<file path="config.mk">
export PLATFORM = sky130hd
export DESIGN_NAME = tas_sequencer
export DESIGN_NICKNAME = d
export VERILOG_FILES = /design/src/verilog/tas_pkg.sv /design/src/verilog/tas_sequencer.sv /design/src/verilog/tas_tick.sv
export SDC_FILE = /design/constraint.sdc
export NUM_CORES = 2
export LEC_CHECK = 0
export ABC_AREA = 1
export BUFFER_PORTS_ARGS = -buffer_cell sky130_fd_sc_hd__buf_2
export CAP_MARGIN = 20
export CORE_ASPECT_RATIO = 0.75
export CORE_MARGIN = 5
export CORE_UTILIZATION = 25
export DETAILED_ROUTE_END_ITERATION = 8
export PLACE_DENSITY = 0.4
export RECOVER_POWER = 25
export SETUP_SLACK_MARGIN = 0.1
export SLEW_MARGIN = 20
export SYNTH_ARGS = -nofsm -noshare
export SYNTH_HDL_FRONTEND = slang
export SYNTH_HIERARCHICAL = 1
export SYNTH_SLANG_ARGS = --single-unit
</file>
<file path="constraint.sdc">
create_clock -name core_clk -period 58.9 [get_ports core_clk]
set_input_delay 17.67 -clock core_clk [delete_from_list [all_inputs] [get_ports core_clk]]
set_output_delay 17.67 -clock core_clk [all_outputs]
set_load 0.005 [all_outputs]
</file>
<file path="src/verilog/tas_pkg.sv">
// Package: constants for the telemetry conversion sequencer
package tas_pkg;
  // APB register offsets (byte addresses)
  localparam logic [7:0] OFF_GCFG = 8'h00;
  localparam logic [7:0] OFF_GDAT = 8'h04;
  localparam logic [7:0] OFF_PDAT0 = 8'h08;
  localparam logic [7:0] OFF_IRQ_STAT = 8'h20;
  localparam logic [7:0] OFF_IRQ_EN = 8'h24;
  localparam logic [7:0] OFF_IRQ_CLR = 8'h28;
  localparam logic [7:0] OFF_PSTATE = 8'h2C;

  // Config and data field positions
  localparam int GCFG_SEL_LSB = 0;
  localparam int GCFG_SEL_W = 4;
  localparam int GCFG_MODE_LSB = 4;
  localparam int GCFG_GAIN_BIT = 6;
  localparam int GCFG_START_BIT = 7;
  localparam int GDAT_NEW_BIT = 12;

  // Sampling modes
  localparam logic [1:0] MODE_OFF = 2'h0;
  localparam logic [1:0] MODE_SINGLE = 2'h1;
  localparam logic [1:0] MODE_CONT = 2'h2;

  // Input selector codes; ports add their index
  localparam logic [3:0] SEL_TEMP = 4'h0;
  localparam logic [3:0] SEL_VIN = 4'h1;
  localparam logic [3:0] SEL_IRET0 = 4'h2;
  localparam logic [3:0] SEL_VOUT0 = 4'h8;

  // Result coding: offset binary about mid-scale
  localparam logic [11:0] CODE_MID = 12'h800;
  localparam logic [11:0] GDAT_RESET = 12'h800;

  // Reset values
  localparam logic [7:0] GCFG_RESET = 8'h00;

  // Timing
  localparam real CLK_MHZ = 40.0;
  localparam real T_FIRST_MS = 3.6;
  localparam real T_REFRESH_MS = 1.8;
  localparam int CYC_FIRST = int'(T_FIRST_MS * CLK_MHZ * 1000.0);
  localparam int CYC_REFRESH = int'(T_REFRESH_MS * CLK_MHZ * 1000.0);

  // Interrupt bit positions
  localparam int IRQ_GNEW_BIT = 0;
  localparam int IRQ_PNEW_LSB = 1;
endpackage : tas_pkg

</file>
<file path="src/verilog/tas_sequencer.sv">
// Module: telemetry conversion sequencer with APB registers
// How it works
// - Selector field picks global input; mode field picks single-shot or continuous.
// - Selector also offers return currents, input voltage, port output voltages.
// - First global result lands about 3.6 ms after request.
// - Continuous mode refreshes global result every 1.8 ms while enabled.
// - New-data flag sets whenever a fresh global result arrives.
// - Temperature code is offset binary about 2048, four codes per kelvin.
// - Per-port result refreshes every 1.8 ms in power-up or on.
// - Per-port source-current code is offset binary about 2048.
// - Return-current code is offset binary about 2048, 100 uV steps.
// - Continuous voltage readings choose high or low gain.
// - Voltage codes offset about 2048, 35.2 or 17.6 mV per code.
`timescale 1ns/1ps
module tas_sequencer #(
  parameter int NPORTS = 5,
  parameter int FIRST_CYC = tas_pkg::CYC_FIRST,
  parameter int REFRESH_CYC = tas_pkg::CYC_REFRESH
) (
  input wire logic core_clk,
  input wire logic reset,
  input wire logic psel,
  input wire logic penable,
  input wire logic pwrite,
  input wire logic [7:0] paddr,
  input wire logic [31:0] pwdata,
  output logic [31:0] prdata,
  output logic pready,
  output logic pslverr,
  input wire logic [11:0] temp_code,
  input wire logic [11:0] vin_code_lo,
  input wire logic [11:0] vin_code_hi,
  input wire logic [NPORTS*12-1:0] iret_code,
  input wire logic [NPORTS*12-1:0] vout_code_lo,
  input wire logic [NPORTS*12-1:0] vout_code_hi,
  input wire logic [NPORTS*12-1:0] isrc_code,
  input wire logic [NPORTS-1:0] port_powering,
  output logic irq
);
  localparam int TW = 20;

  if (NPORTS < 1 || NPORTS > 6) begin : g_chk_nports
    $error("NPORTS must be 1 to 6");
  end
  if (FIRST_CYC < 2 || FIRST_CYC >= (1 << TW)) begin : g_chk_first
    $error("FIRST_CYC range");
  end
  if (REFRESH_CYC < 2 || REFRESH_CYC >= (1 << TW)) begin : g_chk_refresh
    $error("REFRESH range");
  end

  // ----------------------------------------------------------------
  // Input synchronisers (converter codes come from analog clocking)
  // ----------------------------------------------------------------
  localparam int SW = 36 + NPORTS * 49;
  logic [SW-1:0] raw;
  logic [SW-1:0] s1_r;
  logic [SW-1:0] s2_r;
  logic [SW-1:0] s3_r;
  logic [SW-1:0] code_r;
  logic [SW-1:0] code_nxt;
  assign raw = {port_powering, isrc_code, vout_code_hi, vout_code_lo,
                iret_code, vin_code_hi, vin_code_lo, temp_code};

  // A code word may tear while it changes; take it once it stands still
  always_comb begin
    code_nxt = code_r;
    if (s2_r == s3_r) begin
      code_nxt = s2_r;
    end
  end

  always_ff @(posedge core_clk or posedge reset) begin
    if (reset) begin
      s1_r <= '0;
      s2_r <= '0;
      s3_r <= '0;
      code_r <= '0;
    end else begin
      s1_r <= raw;
      s2_r <= s1_r;
      s3_r <= s2_r;
      code_r <= code_nxt;
    end
  end

  function automatic logic [11:0] slice12(input logic [SW-1:0] v,
                                          input int idx);
    slice12 = v[idx*12 +: 12];
  endfunction : slice12

  logic [NPORTS-1:0] pow_s;
  assign pow_s = s2_r[SW-1 -: NPORTS];

  // ----------------------------------------------------------------
  // APB decode
  // ----------------------------------------------------------------
  logic wr_en;
  logic rd_en;
  assign pready = 1'b1;
  assign wr_en = psel && penable && pwrite;
  assign rd_en = psel && penable && !pwrite;

  function automatic logic hit(input logic [7:0] a, input logic [7:0] off);
    hit = (a == off);
  endfunction : hit

  function automatic logic pdat_hit(input logic [7:0] a);
    pdat_hit = (a >= tas_pkg::OFF_PDAT0) && (a[1:0] == 2'h0) &&
               (a < 8'(tas_pkg::OFF_PDAT0 + 8'(NPORTS * 4)));
  endfunction : pdat_hit

  // ----------------------------------------------------------------
  // Global converter control
  // ----------------------------------------------------------------
  typedef enum logic [1:0] {G_IDLE, G_FIRST, G_CONT} tas_gstate_t;
  tas_gstate_t gst_r;
  tas_gstate_t gst_nxt;
  logic [3:0] sel_r;
  logic [3:0] sel_nxt;
  logic [1:0] mode_r;
  logic [1:0] mode_nxt;
  logic gain_r;
  logic gain_nxt;
  logic [11:0] gdat_r;
  logic [11:0] gdat_nxt;
  logic gnew_r;
  logic gnew_nxt;
  logic [TW-1:0] gcnt_r;
  logic [TW-1:0] gcnt_nxt;
  logic cfg_wr;
  logic start_req;
  logic gdone;
  logic [11:0] gsample;

  assign cfg_wr = wr_en && hit(paddr, tas_pkg::OFF_GCFG);
  assign start_req = cfg_wr && pwdata[tas_pkg::GCFG_START_BIT];

  // Source mux; unused selector codes read mid-scale
  always_comb begin
    gsample = tas_pkg::CODE_MID;
    if (sel_r == tas_pkg::SEL_TEMP) begin
      gsample = slice12(code_r, 0);
    end else if (sel_r == tas_pkg::SEL_VIN) begin
      gsample = gain_r ? slice12(code_r, 2)
                       : slice12(code_r, 1);
    end else begin
      for (int p = 0; p < NPORTS; p++) begin
        if (sel_r == 4'(tas_pkg::SEL_IRET0 + 4'(p))) begin
          gsample = slice12(code_r, 3 + p);
        end
        if (sel_r == 4'(tas_pkg::SEL_VOUT0 + 4'(p))) begin
          gsample = gain_r ? slice12(code_r, 3 + 2 * NPORTS + p)
                           : slice12(code_r, 3 + NPORTS + p);
        end
      end
    end
  end

  assign gdone = (gst_r != G_IDLE) && (gcnt_r == '0);

  always_comb begin
    gst_nxt = gst_r;
    sel_nxt = sel_r;
    mode_nxt = mode_r;
    gain_nxt = gain_r;
    gdat_nxt = gdat_r;
    gnew_nxt = gnew_r;
    gcnt_nxt = (gcnt_r == '0) ? '0 : gcnt_r - TW'(1);
    // Reading the data word consumes the flag
    if (rd_en && hit(paddr, tas_pkg::OFF_GDAT)) begin
      gnew_nxt = 1'b0;
    end
    case (gst_r)
      G_IDLE: begin
      end
      G_FIRST, G_CONT: begin
        if (gdone) begin
          gdat_nxt = gsample;
          gnew_nxt = 1'b1;
          if (mode_r == tas_pkg::MODE_CONT) begin
            gst_nxt = G_CONT;
            gcnt_nxt = TW'(REFRESH_CYC - 1);
          end else begin
            gst_nxt = G_IDLE;
          end
        end else if (mode_r == tas_pkg::MODE_OFF) begin
          gst_nxt = G_IDLE;
        end
      end
      default: gst_nxt = G_IDLE;
    endcase
    if (cfg_wr) begin
      sel_nxt = pwdata[tas_pkg::GCFG_SEL_LSB +: tas_pkg::GCFG_SEL_W];
      mode_nxt = pwdata[tas_pkg::GCFG_MODE_LSB +: 2];
      // Gain only matters in continuous mode; single-shot forces low
      gain_nxt = pwdata[tas_pkg::GCFG_GAIN_BIT] &&
                 (pwdata[tas_pkg::GCFG_MODE_LSB +: 2] == tas_pkg::MODE_CONT);
      if (start_req && pwdata[tas_pkg::GCFG_MODE_LSB +: 2] !=
          tas_pkg::MODE_OFF) begin
        gst_nxt = G_FIRST;
        gcnt_nxt = TW'(FIRST_CYC - 1);
      end else if (pwdata[tas_pkg::GCFG_MODE_LSB +: 2] ==
                   tas_pkg::MODE_OFF) begin
        gst_nxt = G_IDLE;
      end
    end
  end

  always_ff @(posedge core_clk or posedge reset) begin
    if (reset) begin
      gst_r <= G_IDLE;
      sel_r <= tas_pkg::GCFG_RESET[3:0];
      mode_r <= tas_pkg::MODE_OFF;
      gain_r <= 1'b0;
      gdat_r <= tas_pkg::GDAT_RESET;
      gnew_r <= 1'b0;
      gcnt_r <= '0;
    end else begin
      gst_r <= gst_nxt;
      sel_r <= sel_nxt;
      mode_r <= mode_nxt;
      gain_r <= gain_nxt;
      gdat_r <= gdat_nxt;
      gnew_r <= gnew_nxt;
      gcnt_r <= gcnt_nxt;
    end
  end

  // ----------------------------------------------------------------
  // Per-port source-current converters
  // ----------------------------------------------------------------
  logic ptick;
  logic [NPORTS*12-1:0] pdat_r;
  logic [NPORTS*12-1:0] pdat_nxt;
  logic [NPORTS-1:0] pupd;

  tas_tick #(.W(TW)) u_ptick (
    .core_clk(core_clk),
    .reset(reset),
    .restart(1'b0),
    .period(TW'(REFRESH_CYC)),
    .tick(ptick)
  );

  always_comb begin
    pdat_nxt = pdat_r;
    pupd = '0;
    for (int p = 0; p < NPORTS; p++) begin
      if (ptick && pow_s[p]) begin
        pdat_nxt[p*12 +: 12] =
            slice12(code_r, 3 + 3 * NPORTS + p);
        pupd[p] = 1'b1;
      end
    end
  end

  always_ff @(posedge core_clk or posedge reset) begin
    if (reset) begin
      pdat_r <= {NPORTS{tas_pkg::CODE_MID}};
    end else begin
      pdat_r <= pdat_nxt;
    end
  end

  // ----------------------------------------------------------------
  // Interrupts: sticky status, enable, write-one-to-clear
  // ----------------------------------------------------------------
  localparam int IW = NPORTS + 1;
  logic [IW-1:0] ist_r;
  logic [IW-1:0] ist_nxt;
  logic [IW-1:0] ien_r;
  logic [IW-1:0] ien_nxt;
  logic [IW-1:0] iset;

  assign iset = {pupd, gdone};

  always_comb begin
    ist_nxt = ist_r;
    ien_nxt = ien_r;
    if (wr_en && hit(paddr, tas_pkg::OFF_IRQ_CLR)) begin
      ist_nxt = ist_r & ~pwdata[IW-1:0];
    end
    ist_nxt = ist_nxt | iset; // Set wins over a same-cycle clear
    if (wr_en && hit(paddr, tas_pkg::OFF_IRQ_EN)) begin
      ien_nxt = pwdata[IW-1:0];
    end
  end

  always_ff @(posedge core_clk or posedge reset) begin
    if (reset) begin
      ist_r <= '0;
      ien_r <= '0;
      irq <= 1'b0;
    end else begin
      ist_r <= ist_nxt;
      ien_r <= ien_nxt;
      irq <= |(ist_nxt & ien_nxt);
    end
  end

  // ----------------------------------------------------------------
  // Read mux and error answer
  // ----------------------------------------------------------------
  logic mapped;
  always_comb begin
    prdata = 32'h00000000;
    mapped = 1'b1;
    if (hit(paddr, tas_pkg::OFF_GCFG)) begin
      prdata[tas_pkg::GCFG_SEL_LSB +: tas_pkg::GCFG_SEL_W] = sel_r;
      prdata[tas_pkg::GCFG_MODE_LSB +: 2] = mode_r;
      prdata[tas_pkg::GCFG_GAIN_BIT] = gain_r;
      prdata[tas_pkg::GCFG_START_BIT] = (gst_r != G_IDLE);
    end else if (hit(paddr, tas_pkg::OFF_GDAT)) begin
      prdata[11:0] = gdat_r;
      prdata[tas_pkg::GDAT_NEW_BIT] = gnew_r;
    end else if (pdat_hit(paddr)) begin
      for (int p = 0; p < NPORTS; p++) begin
        if (paddr == 8'(tas_pkg::OFF_PDAT0 + 8'(p * 4))) begin
          prdata[11:0] = pdat_r[p*12 +: 12];
        end
      end
    end else if (hit(paddr, tas_pkg::OFF_IRQ_STAT)) begin
      prdata[IW-1:0] = ist_r;
    end else if (hit(paddr, tas_pkg::OFF_IRQ_EN)) begin
      prdata[IW-1:0] = ien_r;
    end else if (hit(paddr, tas_pkg::OFF_IRQ_CLR)) begin
      prdata = 32'h00000000;
    end else if (hit(paddr, tas_pkg::OFF_PSTATE)) begin
      prdata[NPORTS-1:0] = pow_s;
    end else begin
      mapped = 1'b0;
    end
  end
  assign pslverr = psel && penable && !mapped;
endmodule : tas_sequencer

</file>
<file path="src/verilog/tas_tick.sv">
// Module: free-running interval timer with programmable period
`timescale 1ns/1ps
module tas_tick #(
  parameter int W = 20
) (
  input wire logic core_clk,
  input wire logic reset,
  input wire logic restart,
  input wire logic [W-1:0] period,
  output logic tick
);
  logic [W-1:0] cnt_r;
  logic [W-1:0] cnt_nxt;
  logic tick_nxt;

  always_comb begin
    cnt_nxt = cnt_r - W'(1);
    tick_nxt = 1'b0;
    if (restart) begin
      cnt_nxt = period - W'(1);
    end else if (cnt_r == '0) begin
      cnt_nxt = period - W'(1);
      tick_nxt = 1'b1;
    end
  end

  always_ff @(posedge core_clk or posedge reset) begin
    if (reset) begin
      cnt_r <= '0;
      tick <= 1'b0;
    end else begin
      cnt_r <= cnt_nxt;
      tick <= tick_nxt;
    end
  end
endmodule : tas_tick
</file>
==> summary.txt <==
Clock root buffer: clkbuf_16
Initial core utilization: 25.2%
Total global routing overflow: 0
Mapped Area: 0.0463 mm²
Clk_lat worst skew: 0.78 ns
CTS H-tree depth: 4
Clock share of power: 48.7%
I/O Pins: 361
Critical path type: in -> out
Switch share: 22.8%
FP Rows: 136
I/O Buffers: 316
Worst Hold Class: reg -> reg
CTS Buffer Depth: 3
Leakage: 27.4 nW
R2R Setup Slk: 54.13 ns
Dominant synthesized flop cell: dfrtp_1
RSZ-0062 raised after global routing: false
Worst-Margin Slew: 1.04 ns
First-pass GRT wire length: 205 mm
CP max FO: 25
Setup TNS: 0 ns
Routed len/inst: 18.7 µm
Sinks on Clock Net: 1255
Synthesized flop and latch total: 1255
Syn_area_per_cell: 10.5 µm²
Vias in the first global route: 30724
Residual DRC count: 0
Relative slew slack: 30.9%
Storage element area: 0.0314 mm²
Layout area overhead: 20.0%
Worst Path Arrival: 20.30 ns
Sequential cell area fraction in the yosys report: 67.8%
Sequential share of power: 47.5%
Max-cap violations: 0
Die area: 0.194 mm²
Core area: 0.184 mm²
Crit path largest cell delay: 0.75 ns
Worst Path Required: 41.23 ns
Ratio of cells with drive above 1 in the final layout: 14.2%
Clock Skews: 0.0309 ns
Combinational share of power: 3.8%
CP max stage cell: nor2_1
Fmax: 26.3 MHz
Via Count: 30655
Post CTS Setup Buffer Count: 0
Final wirelength: 137 mm
Outcome: finished clean
PwrDens: 34.9 mW/mm²
Commonest cells after routing, fill and taps aside: 1363 x nand2_1, 1248 x dfrtp_1, 450 x nor2_1, 323 x nand4_1, 316 x buf_2
CTS tree: yes
DR iter-0 viols: 1986
All-layer global routing usage: 14.1%
Final period utilization: 64.5%
Cell area after layout: 0.0556 mm²
Drt pass-1 iters: 5
Number of synthesized flops with an enable pin: 0
CP startpoint kind: input port
Final net count: 5143
Placed Instance Area: 0.0506 mm²
Total CTS buffers: 141
Yosys synthesis warning count: 6
Worst path bufs/invs: 3
Post-synth cell types: 46
Ys async rst share: 100%
Commonest non-fill, non-tap cell in the layout: nand2_1
Routability cong.: 0.867
Die Y: 383 µm
Initial antenna violation count: 35
Top cell family by delay on the critical path: simple AND/OR/NAND/NOR gates
NetSw: 0.000442 W
Crit path time final: 37.97 ns
Pint: 0.00150 W
Peak VDD IR: 0.0284 mV
Syn Inst Count: 4428
Critical-path cell list: buf_2 -> nor2_1 -> nand2_1 -> nor2_2 -> inv_2 -> nor2_1 -> a21oi_1 -> a41oi_1 -> buf_2
Cts-stage hold buffer count: 0
Post-CTS sizing: 0
Clock-pin slew on the worst setup and hold paths: 0.06 ns
Final hold vios: 0
Footprint of the multi-input gates: 0.0131 mm²
Crit path capture type: primary output
# setup viols final: 0
Final HPWL DP: 95.4 mm
Routed Antenna Nets: 0
Post-detailed-route via-to-cell ratio: 4.17
Pin count of the biggest net entering global routing: 153
Final Slew Violations: 0
Die width: 507 µm
Number of fillers in the final layout: 19087
-- through the flow --
stage	setup WS (ns)	instances	utilization, %	hold WS (ns)	power, W
floorplan	6.47	4505	-	0.331	0.000979
global placement	21.01	7082	27.5	0.334	0.00101
detailed placement	20.99	7082	27.5	0.335	0.00101
CTS	20.98	7337	30.2	0.321	0.00198
global route	20.77	7339	30.2	0.336	0.00202
finish	20.93	7346	30.3	0.331	0.00194
-- synthesized netlist by cell type, types with 2 or more instances --
cell type	n	share of area (%)
xor2_1	65	1.2
inv_1	300	2.4
nand4_1	323	4.4
dfrtp_1	1249	67
buf_1	10	0.081
buf_2	104	1.1
nor3b_1	3	0.049
inv_2	3	0.024
a31oi_1	2	0.027
o22ai_1	4	0.054
buf_6	3	0.073
o21ai_0	38	0.41
o211ai_1	20	0.32
or2_1	4	0.054
nand2_1	1362	11
nand2_2	3	0.041
ha_1	7	0.19
nor2_2	11	0.15
or2_2	30	0.41
a21oi_1	55	0.59
nor2_1	450	3.6
nor3_1	17	0.18
o21ai_1	15	0.16
nand3_2	4	0.086
mux2_2	60	1.5
clkbuf_1	51	0.41
nand3_1	76	0.82
dfstp_2	6	0.34
nand3b_1	3	0.049
nor2_4	2	0.049
xnor2_1	105	2.0
a221oi_1	5	0.094
or2_0	4	0.054
buf_4	21	0.34
conb_1	2	0.016
-- worst register-to-register path: stages (launching register included) --
cell and delay, ns:
dfrtp_1 0.54, inv_1 0.08, nand2_1 0.06, nand2_1 0.05, nor2_1 0.11, nand2_1 0.06, nor2_1 0.13, nand2_1 0.07
nor2_1 0.25, nand2_1 0.15, nor2_4 0.09, buf_4 0.67, nand3_4 0.91, buf_4 0.71, buf_4 0.49, nand2_1 0.26
nand2_1 0.06
-- worst paths after layout --
check,startpoint,end,cells after the start
min in group asynchronous,reset,s1_r[4],2
max in group asynchronous,reset,code_r[219],6
max,paddr[6],prdata[6],9
min reg2reg,s1_r[274],s2_r[274],0
max reg2reg,s2_r[4],code_r[227],16
min,s1_r[274],s2_r[274],0
-- layout make-up --
type                       count  area share [%]
clock inverter                62            1.80
timing repair buffer         352            3.40
multi-input combinational   2756            23.6
clock buffer                 193            7.15
antenna                        9          0.0405
sequential                  1255            56.5
tap                         2415            5.43
inverter                     304            2.07
-- flip-flops by register name (all words and copies together), names as in the netlist, 4 cells and up --
signal / count
code_r: 276
gcnt_r: 20
gdat_r: 12
ien_r: 6
ist_r: 6
pdat_r: 60
s1_r: 281
s2_r: 281
s3_r: 281
sel_r: 4
u_ptick/cnt_r: 20
-- layer usage --
metal  global-route usage, %  share of wire, %  vias up
li1                        -                 -    14776
met1                    21.6                51    15007
met2                    19.7                41      665
met3                    2.83               4.8      195
met4                    4.20               2.5       12
met5                       0             0.055        -
-- kinds of logic after synthesis --
kind of cell | after synthesis | share of synthesized area, %
buf+inv | 494 | 4.54
compound gates | 145 | 1.77
xor+xnor | 170 | 3.21
other cells | 2 | 0.0162
flops | 1255 | 67.8
mux | 60 | 1.46
simple gates | 2295 | 21.0
fa+ha+maj | 7 | 0.189
-- power groups by stage --
stage / Clock (W) / Combinational (W) / Sequential [W]
2_1_floorplan: 0 / 0.0000498 / 0.000929
3_3_place_gp: 0 / 0.0000746 / 0.000937
3_5_place_dp: 0 / 0.0000755 / 0.000937
4_1_cts: 0.000980 / 0.0000758 / 0.000922
5_1_grt: 0.00101 / 0.0000863 / 0.000925
6_report: 0.000944 / 0.0000727 / 0.000921
Note: power is estimated with default switching activity, not from simulation.
